==> src/expander_defines.svh <==
// Purpose: constants for the timed output port expander
// Assumes: hclk at 250 MHz
// Notes: offsets are AHB byte addresses
// Summary of operation
// serial data pin only pulls low, and is always sampled as input
// serial bus actions happen on rising and falling serial clock edges
// write protect high blocks every change to the nonvolatile store
// write protect never blocks writes to the working registers
// timer go high enables timing; its rising edge starts the timer
// each enabled lower output inverts once started and its delay has elapsed
// only the four lower outputs take part in timed inversion
// each output defaults to its control register bit
// the four upper outputs always hold their programmed level
// with reset option, low on the shared pin holds settings initialised
// right after reset release the stored settings reload into registers
// with reset option, the internal timer go signal is forced low
// shared clock pin is external clock, bus pull-down, or unused; the code has no external clock, so PIN_EXTCLK leaves it unused
// in pull-down mode, low on that pin forces both bus lines low
// first byte: 3-bit device code, 4-bit command, read/write bit
// timer go is synchronised and its rising edge found on hclk
// disabled or restarted timing returns lower outputs to defaults
`ifndef EXPANDER_DEFINES_SVH
`define EXPANDER_DEFINES_SVH
// register offsets
`define CFG_OFS     32'h0000_0000
`define STATUS_OFS  32'h0000_0004
// config fields
`define CFG_PIN_LSB 0
`define CFG_PIN_MSB 1
`define CFG_RST_BIT 2
`define CFG_RESET   3'h0
// shared clock pin modes
`define PIN_NONE    2'h0
`define PIN_EXTCLK  2'h1
`define PIN_PULLDN  2'h2
// device code, arbitrary value
`define DEV_CODE    3'h5
// serial commands
`define CMD_RELOAD  4'h0
`define CMD_MODE    4'h1
`define CMD_TEN     4'h2
`define CMD_CTL     4'h5
`define CMD_SCALE   4'h6
// timing
`define US_NS       1000
`define CLK_NS      4
`define US_CYC      (`US_NS / `CLK_NS)
`endif

==> src/expander_pkg.sv <==
// Purpose: types for the timed output port expander
// Assumes: nothing beyond the defines header
// Notes: state_t holds every flip-flop of the design
package expander_pkg;
  typedef enum logic [2:0] {
    S_IDLE, S_ADDR, S_ADDR_ACK, S_WR, S_WR_ACK, S_RD, S_RD_ACK
  } i2c_st_t;

  typedef struct packed {
    logic        hsel;
    logic [31:0] haddr;
    logic [1:0]  htrans;
    logic        hwrite;
    logic [2:0]  hsize;
    logic [31:0] hwdata;
  } ahb_req_t;

  typedef struct packed {
    logic            scl_s1, scl_s2, scl_d;
    logic            sda_s1, sda_s2, sda_d;
    logic            go_s1, go_s2, go_d;
    logic            bpd_s1, bpd_s2;
    logic            wp_s1, wp_s2;
    i2c_st_t         st;
    logic [3:0]      cnt;
    logic [7:0]      shift;
    logic            sda_low;
    logic            rw;
    logic [3:0]      cmd;
    logic            nv_mode;
    logic [5:0][7:0] wreg;
    logic [5:0][7:0] nvm;
    logic [3:0]      ten;
    logic            reload_pend;
    logic            run;
    logic [7:0]      pre;
    logic [7:0]      tcnt;
    logic [3:0]      units;
    logic [7:0]      outs;
    logic [2:0]      cfg;
    logic            ahb_wr;
    logic [31:0]     hrdata;
  } state_t;
endpackage

==> src/timed_output_port_expander.sv <==
// Purpose: eight-output expander, serial bus slave, four timed outputs
// Assumes: every pin input is asynchronous to hclk
// Notes: slot 0 control, 1 scale, 2..5 per-output delays
//
// Chosen here: the placing of the registers and the AHB-Lite slave port.
`timescale 1ns/100ps
`include "expander_defines.svh"
module timed_output_port_expander (
  // system
  input  wire logic                hclk,
  input  wire logic                hresetn,
  // register bus
  input  wire expander_pkg::ahb_req_t ahb_req,
  output logic [31:0]              hrdata,
  output logic                     hreadyout,
  output logic                     hresp,
  // serial bus
  input  wire logic                scl_in,
  output logic                     scl_out,
  output logic                     scl_oe,
  input  wire logic                sda_in,
  output logic                     sda_out,
  output logic                     sda_oe,
  // side pins
  input  wire logic                nv_write_protect,
  input  wire logic                timer_go_input,
  input  wire logic                bus_pulldown_n,
  // outputs
  output logic                     timed_out_0,
  output logic                     timed_out_1,
  output logic                     timed_out_2,
  output logic                     timed_out_3,
  output logic                     fixed_out_4,
  output logic                     fixed_out_5,
  output logic                     fixed_out_6,
  output logic                     fixed_out_7
);
  import expander_pkg::*;

  state_t     r;
  state_t     n;
  logic       scl_rise;
  logic       scl_fall;
  logic       start_c;
  logic       stop_c;
  logic       pd_force;
  logic       rst_opt;
  logic       go_eff;
  logic       res_hold;
  logic       take;
  logic [2:0] ridx;
  logic [7:0] rd_byte;

  // slot of a data command, 7 when it has none
  function automatic logic [2:0] cmd_index(input logic [3:0] c);
    if (c == `CMD_CTL) begin
      cmd_index = 3'h0;
    end else if (c == `CMD_SCALE) begin
      cmd_index = 3'h1;
    end else if (c[3:2] == 2'b10) begin
      cmd_index = {1'b0, c[1:0]} + 3'h2;
    end else begin
      cmd_index = 3'h7;
    end
  endfunction

  // delay in scale units: highest set bit wins, zero means never
  function automatic logic [3:0] delay_units(input logic [7:0] b);
    delay_units = 4'h0;
    for (int i = 0; i < 8; i++) begin
      if (b[i]) begin
        delay_units = 4'(i + 1);
      end
    end
  endfunction

  // line events, only on synchronised copies
  assign scl_rise = r.scl_s2 && !r.scl_d;
  assign scl_fall = !r.scl_s2 && r.scl_d;
  assign start_c  = r.scl_s2 && r.scl_d && r.sda_d && !r.sda_s2;
  assign stop_c   = r.scl_s2 && r.scl_d && !r.sda_d && r.sda_s2;

  // shared pin options
  assign pd_force = (r.cfg[`CFG_PIN_MSB:`CFG_PIN_LSB] == `PIN_PULLDN) && !r.bpd_s2;
  assign rst_opt  = r.cfg[`CFG_RST_BIT];
  assign go_eff   = rst_opt ? 1'b0 : r.go_s2;
  assign res_hold = rst_opt && !r.go_s2;

  // read source for the serial read byte
  assign ridx    = cmd_index(r.cmd);
  assign rd_byte = (ridx > 3'h5) ? 8'h00 : (r.nv_mode ? r.nvm[ridx] : r.wreg[ridx]);

  // bus address phase accepted: word accesses only
  assign take = ahb_req.hsel && ahb_req.htrans[1] && (ahb_req.hsize == 3'h2);

  always_comb begin
    n = r;
    // two-flop synchronisers for every pin
    n.scl_s1 = scl_in;
    n.scl_s2 = r.scl_s1;
    n.scl_d  = r.scl_s2;
    n.sda_s1 = sda_in;
    n.sda_s2 = r.sda_s1;
    n.sda_d  = r.sda_s2;
    n.go_s1  = timer_go_input;
    n.go_s2  = r.go_s1;
    n.go_d   = go_eff;
    n.bpd_s1 = bus_pulldown_n;
    n.bpd_s2 = r.bpd_s1;
    n.wp_s1  = nv_write_protect;
    n.wp_s2  = r.wp_s1;

    // reload runs before serial traffic so a same-cycle write wins
    if (r.reload_pend) begin
      n.wreg        = r.nvm;
      n.reload_pend = 1'b0;
    end

    // serial bus slave
    if (stop_c || pd_force) begin
      n.st      = S_IDLE;
      n.sda_low = 1'b0;
    end else if (start_c) begin
      n.st      = S_ADDR;
      n.cnt     = 4'h0;
      n.sda_low = 1'b0;
    end else if (scl_rise) begin
      unique case (r.st)
        S_ADDR, S_WR: begin
          n.shift = {r.shift[6:0], r.sda_s2};
          n.cnt   = r.cnt + 4'h1;
        end
        S_RD: begin
          n.cnt = r.cnt + 4'h1;
        end
        S_RD_ACK: begin
          n.st = S_IDLE; // one byte per read
        end
        S_IDLE, S_ADDR_ACK, S_WR_ACK: begin
        end
      endcase
    end else if (scl_fall) begin
      unique case (r.st)
        S_ADDR: begin
          if (r.cnt == 4'h8) begin
            if (r.shift[7:5] == `DEV_CODE) begin
              n.st      = S_ADDR_ACK;
              n.sda_low = 1'b1;
              n.cmd     = r.shift[4:1];
              n.rw      = r.shift[0];
              if (r.shift[4:1] == `CMD_RELOAD) begin
                n.reload_pend = 1'b1;
              end
              if (r.shift[4:1] == `CMD_MODE) begin
                n.nv_mode = r.shift[0];
              end
            end else begin
              n.st = S_IDLE;
            end
          end
        end
        S_ADDR_ACK: begin
          n.cnt = 4'h0;
          if (r.rw) begin
            n.st      = S_RD;
            n.shift   = rd_byte;
            n.sda_low = !rd_byte[7];
          end else begin
            n.st      = S_WR;
            n.sda_low = 1'b0;
          end
        end
        S_WR: begin
          if (r.cnt == 4'h8) begin
            n.st      = S_WR_ACK;
            n.sda_low = 1'b1;
            if (r.cmd == `CMD_TEN) begin
              n.ten = r.shift[3:0];
            end else if (ridx <= 3'h5) begin
              if (!r.nv_mode) begin
                n.wreg[ridx] = r.shift;
              end else if (!r.wp_s2) begin
                n.nvm[ridx] = r.shift;
              end
            end
          end
        end
        S_WR_ACK: begin
          n.st      = S_IDLE;
          n.sda_low = 1'b0;
        end
        S_RD: begin
          if (r.cnt == 4'h8) begin
            n.st      = S_RD_ACK;
            n.sda_low = 1'b0;
          end else begin
            n.shift   = {r.shift[6:0], 1'b0};
            n.sda_low = !r.shift[6];
          end
        end
        S_IDLE, S_RD_ACK: begin
        end
      endcase
    end

    // reset pin held low keeps settings cleared, reload follows release
    if (res_hold) begin
      n.wreg        = '0;
      n.ten         = 4'h0;
      n.reload_pend = 1'b1;
    end

    // timer: microsecond prescaler, then scale+1 microseconds per unit
    if (!go_eff) begin
      n.run = 1'b0;
    end else if (!r.go_d) begin
      n.run   = 1'b1;
      n.pre   = 8'h00;
      n.tcnt  = 8'h00;
      n.units = 4'h0;
    end else if (r.run) begin
      if (r.pre == 8'(`US_CYC - 1)) begin
        n.pre = 8'h00;
        if (r.tcnt == r.wreg[1]) begin
          n.tcnt = 8'h00;
          if (r.units != 4'hf) begin
            n.units = r.units + 4'h1; // saturate, delays stop at 8
          end
        end else begin
          n.tcnt = r.tcnt + 8'h01;
        end
      end else begin
        n.pre = r.pre + 8'h01;
      end
    end

    // outputs: control bits, lower four flipped by the timer
    for (int i = 0; i < 4; i++) begin
      n.outs[i] = r.wreg[0][i] ^ (r.run && r.ten[i] && (delay_units(r.wreg[i + 2]) != 4'h0) &&
                  (r.units >= delay_units(r.wreg[i + 2])));
    end
    n.outs[7:4] = r.wreg[0][7:4];

    // register bus: zero wait, read data loaded in the address phase
    n.ahb_wr = take && ahb_req.hwrite && (ahb_req.haddr == `CFG_OFS);
    if (r.ahb_wr) begin
      n.cfg = ahb_req.hwdata[2:0];
    end
    if (take && !ahb_req.hwrite) begin
      if (ahb_req.haddr == `CFG_OFS) begin
        n.hrdata = {29'h0, r.cfg};
      end else if (ahb_req.haddr == `STATUS_OFS) begin
        n.hrdata = {21'h0, r.st != S_IDLE, r.nv_mode, r.run, r.outs};
      end else begin
        n.hrdata = 32'h0; // unmapped reads zero
      end
    end
  end

  // state register; a pending reload makes reset load the stored settings
  always_ff @(posedge hclk or negedge hresetn) begin
    if (!hresetn) begin
      r             <= '0;
      r.reload_pend <= 1'b1;
      // idle bus lines are high; a zero here would fake an edge after reset
      r.scl_s1      <= 1'b1;
      r.scl_s2      <= 1'b1;
      r.scl_d       <= 1'b1;
      r.sda_s1      <= 1'b1;
      r.sda_s2      <= 1'b1;
      r.sda_d       <= 1'b1;
    end else begin
      r <= n;
    end
  end

  // pins: open drain only, never driven high
  assign sda_out     = 1'b0;
  assign sda_oe      = r.sda_low || pd_force;
  assign scl_out     = 1'b0;
  assign scl_oe      = pd_force;
  assign hrdata      = r.hrdata;
  assign hreadyout   = 1'b1;
  assign hresp       = 1'b0;
  assign timed_out_0 = r.outs[0];
  assign timed_out_1 = r.outs[1];
  assign timed_out_2 = r.outs[2];
  assign timed_out_3 = r.outs[3];
  assign fixed_out_4 = r.outs[4];
  assign fixed_out_5 = r.outs[5];
  assign fixed_out_6 = r.outs[6];
  assign fixed_out_7 = r.outs[7];
endmodule
==> config.mk <==
export PLATFORM = sky130hd
export DESIGN_NAME = timed_output_port_expander
export DESIGN_NICKNAME = d
export VERILOG_FILES = /design/src/expander_pkg.sv /design/src/timed_output_port_expander.sv
export VERILOG_INCLUDE_DIRS = /design/src
export SDC_FILE = /design/constraint.sdc
export NUM_CORES = 1
export LEC_CHECK = 0
export BUFFER_PORTS_ARGS = -buffer_cell sky130_fd_sc_hd__buf_4
export CAP_MARGIN = 30
export CORE_MARGIN = 5
export CORE_UTILIZATION = 35
export DETAILED_ROUTE_END_ITERATION = 10
export SLEW_MARGIN = 20
export SYNTH_ARGS = -nofsm -noshare
export SYNTH_HDL_FRONTEND = slang
export SYNTH_SLANG_ARGS = --single-unit
==> constraint.sdc <==
create_clock -name hclk -period 8.16 [get_ports hclk]
set_clock_uncertainty 0.2 [all_clocks]
set_input_delay 0.816 -clock hclk [delete_from_list [all_inputs] [get_ports hclk]]
set_output_delay 0.816 -clock hclk [all_outputs]
set_load 0.01 [all_outputs]
## After elaboration in Yosys (flattened, before gate mapping)

Index checks and enable logic that the tools add are counted.

- Flip-flop bits (word level): 201
- Input bits: 78
- Output and inout bits: 46
- Word-level logic and storage cells: 283

- Add/subtract/negate cells: 5
- $lt $le $gt $ge: 8
- Equality and inequality tests: 42
- Mux-type cells: 107
- Bitwise gates (word level): 9
- Reductions and logical operators: 70

Operators by type and width:

| operator | count |
|---|---|
| $mux 48 | 5 |
| $mux 101 | 2 |
| $mux 100 | 2 |
| $mux 96 | 2 |
| $mux 4 | 33 |
| $mux 123 | 1 |
| $mux 108 | 1 |
| $bwmux 48 | 2 |
| $mux 8 | 10 |
| $mux 7 | 8 |
| $bmux 8 s3 | 2 |
| $mux 20 | 2 |
| $eq 32x3->1 const B | 1 |
| $logic_not 32->1 | 1 |
| $logic_and 1x1->1 | 27 |
| $mux 3 | 9 |
| $demux 8 s3 | 1 |
| $mux 11 | 2 |
| $reduce_and 7->1 | 3 |
| $reduce_bool 4->1 | 5 |
| $ne 6x6->1 const B | 3 |
| $mux 1 | 17 |
| $add 8x1->8 const B | 2 |
| $ge 4x4->1 | 4 |
| other kinds (50) | 96 |

## Logic depth before layout (Yosys ltp)

- Depth after elaboration: 20
- Depth in mapped cells: 12
- Depth with buffers taken out: 12

## Worst setup path before layout

OpenSTA, ideal clock, no wires.

- Kind: register to register
- From: reg r[198] (netlist bit)
- To: reg (tool-made name)
- Library setup time: 0.128 ns
- Arrival: 2.583 ns
- Data required time: 7.832 ns
- Setup slack: 5.249 ns
- Stages on the path, launching flop included: 11
- Path buffers: 2
- Period minus slack after synthesis: 2.911 ns
- Path through: dfstp_2 -> inv_1 -> ha_1 -> buf_6 -> nand2b_4 -> a211oi_4 -> o211ai_4 -> nor4_4 -> and4_1 -> buf_6 -> mux2_1

RTL lines:

| what | RTL line | text |
|---|---|---|
| start: declaration | timed_output_port_expander.sv:40 | `state_t r;` |
| start signal: assignment | timed_output_port_expander.sv:273 | `r <= n;` |

==> flow_metrics.tcl <==
set metrics [dict create \
    status "completed" \
    coreArea_mm2 0.02870 \
    cts.repair.resized 0 \
    setup-violations-final 0 \
    fin_crit_ns 3.690 \
    fin_nets 1149 \
    p_per_area_mw_per_mm2 170.8 \
    syn2layout_area_growth_pct 12.83 \
    synth_warnings 0 \
    die_area_mm2 0.03255 \
    drc 0 \
    drtAntennaViolNets 0 \
    boundaryPins 124 \
    r2r_slack_ns 4.47 \
    antenna_found_initial 0 \
    fin_cells 1443 \
    slowest_delay_ns 0.83 \
    root_buffer "clkbuf_16" \
    gp_congestion 0.9377 \
    cp.required_ns 8.28 \
    synth-async-reset-ratio_pct 100.0 \
    clkSinkCount 180 \
    cp_cell_sequence "nand2b_1 -> a21boi_2 -> o211ai_4 -> nor4_4 -> and4_1 -> mux2_1" \
    arrival_ns 3.81 \
    hold_ws_ns 0.1180 \
    htreeDepth 4 \
    synth_area_mm2 0.01016 \
    maxCapViolations 0 \
    die_h_um 180.4 \
    synth_area_per_cell_um2 9.956 \
    critical_path.startpoint_type "register" \
    cts_tree "done" \
    grt_use_total_pct 16.87 \
    synthMostInstantiatedCell "dfrtp_1" \
    post_cts_buffers 0 \
    ys_types 64 \
    postSynthCellCount 1021 \
    rows 62 \
    max_freq_ghz 0.2710 \
    cp-end-kind "register" \
    placed_cells 1408 \
    power_leakage_nw 4.949 \
    via_per_inst 5.419 \
    synth_top_family_by_area "simple AND/OR/NAND/NOR gates" \
    fillerInstances 2819 \
    ys_ff_latch 180 \
    post-route-period-util_pct 45.22 \
    clock_latency_ns 0.44 \
    r2r_cells 6 \
    synth_xor_area_share_pct 1.465 \
    crit_path_max_fanout 22 \
    dr.pass1.iters 5 \
    grt_pass1_wl_um 44060 \
    cp_slowest_cell "dfrtp_1" \
    worstMarginPinSlew_ns 0.9878 \
    netlist.area_leader.share_pct 42.59 \
    diodes 0 \
    detailed_place_hpwl_um 19180 \
    synth_edf_count 0 \
    drive_above_1_share_pct 18.70 \
    die_w_um 180.4 \
    num_vias 7819 \
    wirelength_um 27480 \
    initial_utilization_pct 35.41 \
    setup_tns_ns 0 \
    final_max_slew_viol_count 0 \
    cts_buffer_depth 2 \
    vdd_drop_max_mv 0.1602 \
    synthAdderAreaFrac_pct 3.077 \
    startpoint "r[167]$_DFFE_PN0P_" \
    crit-reg2reg-launch "r[167]$_DFFE_PN0P_" \
    io_buffer_count 68 \
    synth_mux_area_share_pct 14.18 \
    max-slew-margin-rel_pct 34.08 \
    path_clk_slew_ns 0.07 \
    synth_commonest_cells "173 x dfrtp_1, 80 x nand2_1, 78 x nor2_1" \
    gr-total-overflow 0 \
    ys_seq_area_share_pct 44.40 \
    yosys_most_used_dff "dfrtp_1" \
    rsz0062_at_grt "no" \
    finalHoldViolations 0 \
    synth-simple-area-share_pct 15.50 \
    ctsHoldBuffers 0 \
    grt_pass1_vias 7621 \
    cts_buffers 17 \
    synth_compound_area_share_pct 14.68 \
    grt_max_degree 111 \
    hp-class "primary input to asynchronous set/reset pin" \
    criticalPathCategory "register to register" \
    yosys-top-cells-area "dfrtp_1 43%, mux2i_1 7.4%, mux2_2 5.6%" \
    drt_iter0_drc 623 \
    avgRoutedWirePerCell_um 19.05 \
    yosys.area.top_type "dfrtp_1" \
]
[cells in the final DEF, fill, tap and decap left out, drive strengths merged, types with 8 or more instances in the layout]
master	count
o21ai	43
xnor2	8
a211oi	50
o22ai	10
mux2i	75
clkbuf	20
inv	42
nand2	82
a21o	12
nand3	19
buf	77
a21oi	42
dfrtp	173
nor2	78
conb	25
nor3	24
nor2b	15
or2	10
xor2	9
nor4	14
nand4	17
o221ai	8
a22o	9
nand2b	18
ha	25
mux2	59
[worst max-delay path: cells and delay by family, from the launching register on]
kind	cells	cell delay (ns)
flip-flops	1	0.83
AO/OA/AOI/OAI	2	0.82
AND/OR/NAND/NOR	3	1.35
multiplexers	1	0.37
[power by group]
part | switching, W | internal, W
Combinational | 0.0000693 | 0.0000560
Clock | 0.000384 | 0.000500
Sequential | 0.0000406 | 0.000908
[per-stage QoR]
stage	worst slack (ns)	total power, W	cell area [um2]	utilization (%)
2_1_floorplan	5.249	0.001032	10250	-
3_3_place_gp	4.542	0.001087	10780	37.54
3_5_place_dp	4.566	0.001089	10790	37.59
4_1_cts	4.530	0.001971	11420	39.77
5_1_grt	4.277	0.002037	11470	39.96
6_report	4.470	0.001959	11470	39.96
[cell families (layout without fill, tap and decap cells)]
logic type / count (synthesis) / after routing
AO/OA/AOI/OAI: 219 / 219
multiplexers: 134 / 134
flip-flops: 180 / 180
AND/OR/NAND/NOR: 313 / 313
XOR/XNOR: 17 / 17
other: 2 / 25
buffers and inverters: 131 / 146
adder cells (fa/ha/maj): 25 / 25
[cell type report]
| class | count | area (um2) | share of cell area (%) |
|---|---|---|---|
| repair buffers | 79 | 626.9 | 5.466 |
| flip-flops and latches | 180 | 4513 | 39.35 |
| multi-input cells | 733 | 5089 | 44.37 |
| clock buffers | 18 | 439.2 | 3.829 |
| clock inverters | 14 | 188.9 | 1.647 |
| well taps | 384 | 480.5 | 4.189 |
| inverters | 35 | 131.4 | 1.146 |
[routing by layer]
layer | vias to the layer above | share of wire, % | track usage (%)
met2 | 263 | 46 | 26.27
li1 | 3686 | - | -
met4 | 0 | 3.6 | 6.927
met3 | 63 | 5.7 | 2.826
met1 | 3807 | 45 | 23.44
met5 | - | 0 | 0
[how the worst max path moves through the flow]
stage                          end  slack, ns  depth (start not counted)
after floorplan           register       5.25                         10
after global placement    register       4.54                          6
after detailed placement  register       4.57                          6
after CTS                 register       4.53                          6
after global routing      register       4.28                          6
final                     register       4.47                          6
(Power assumes the default switching activity.)
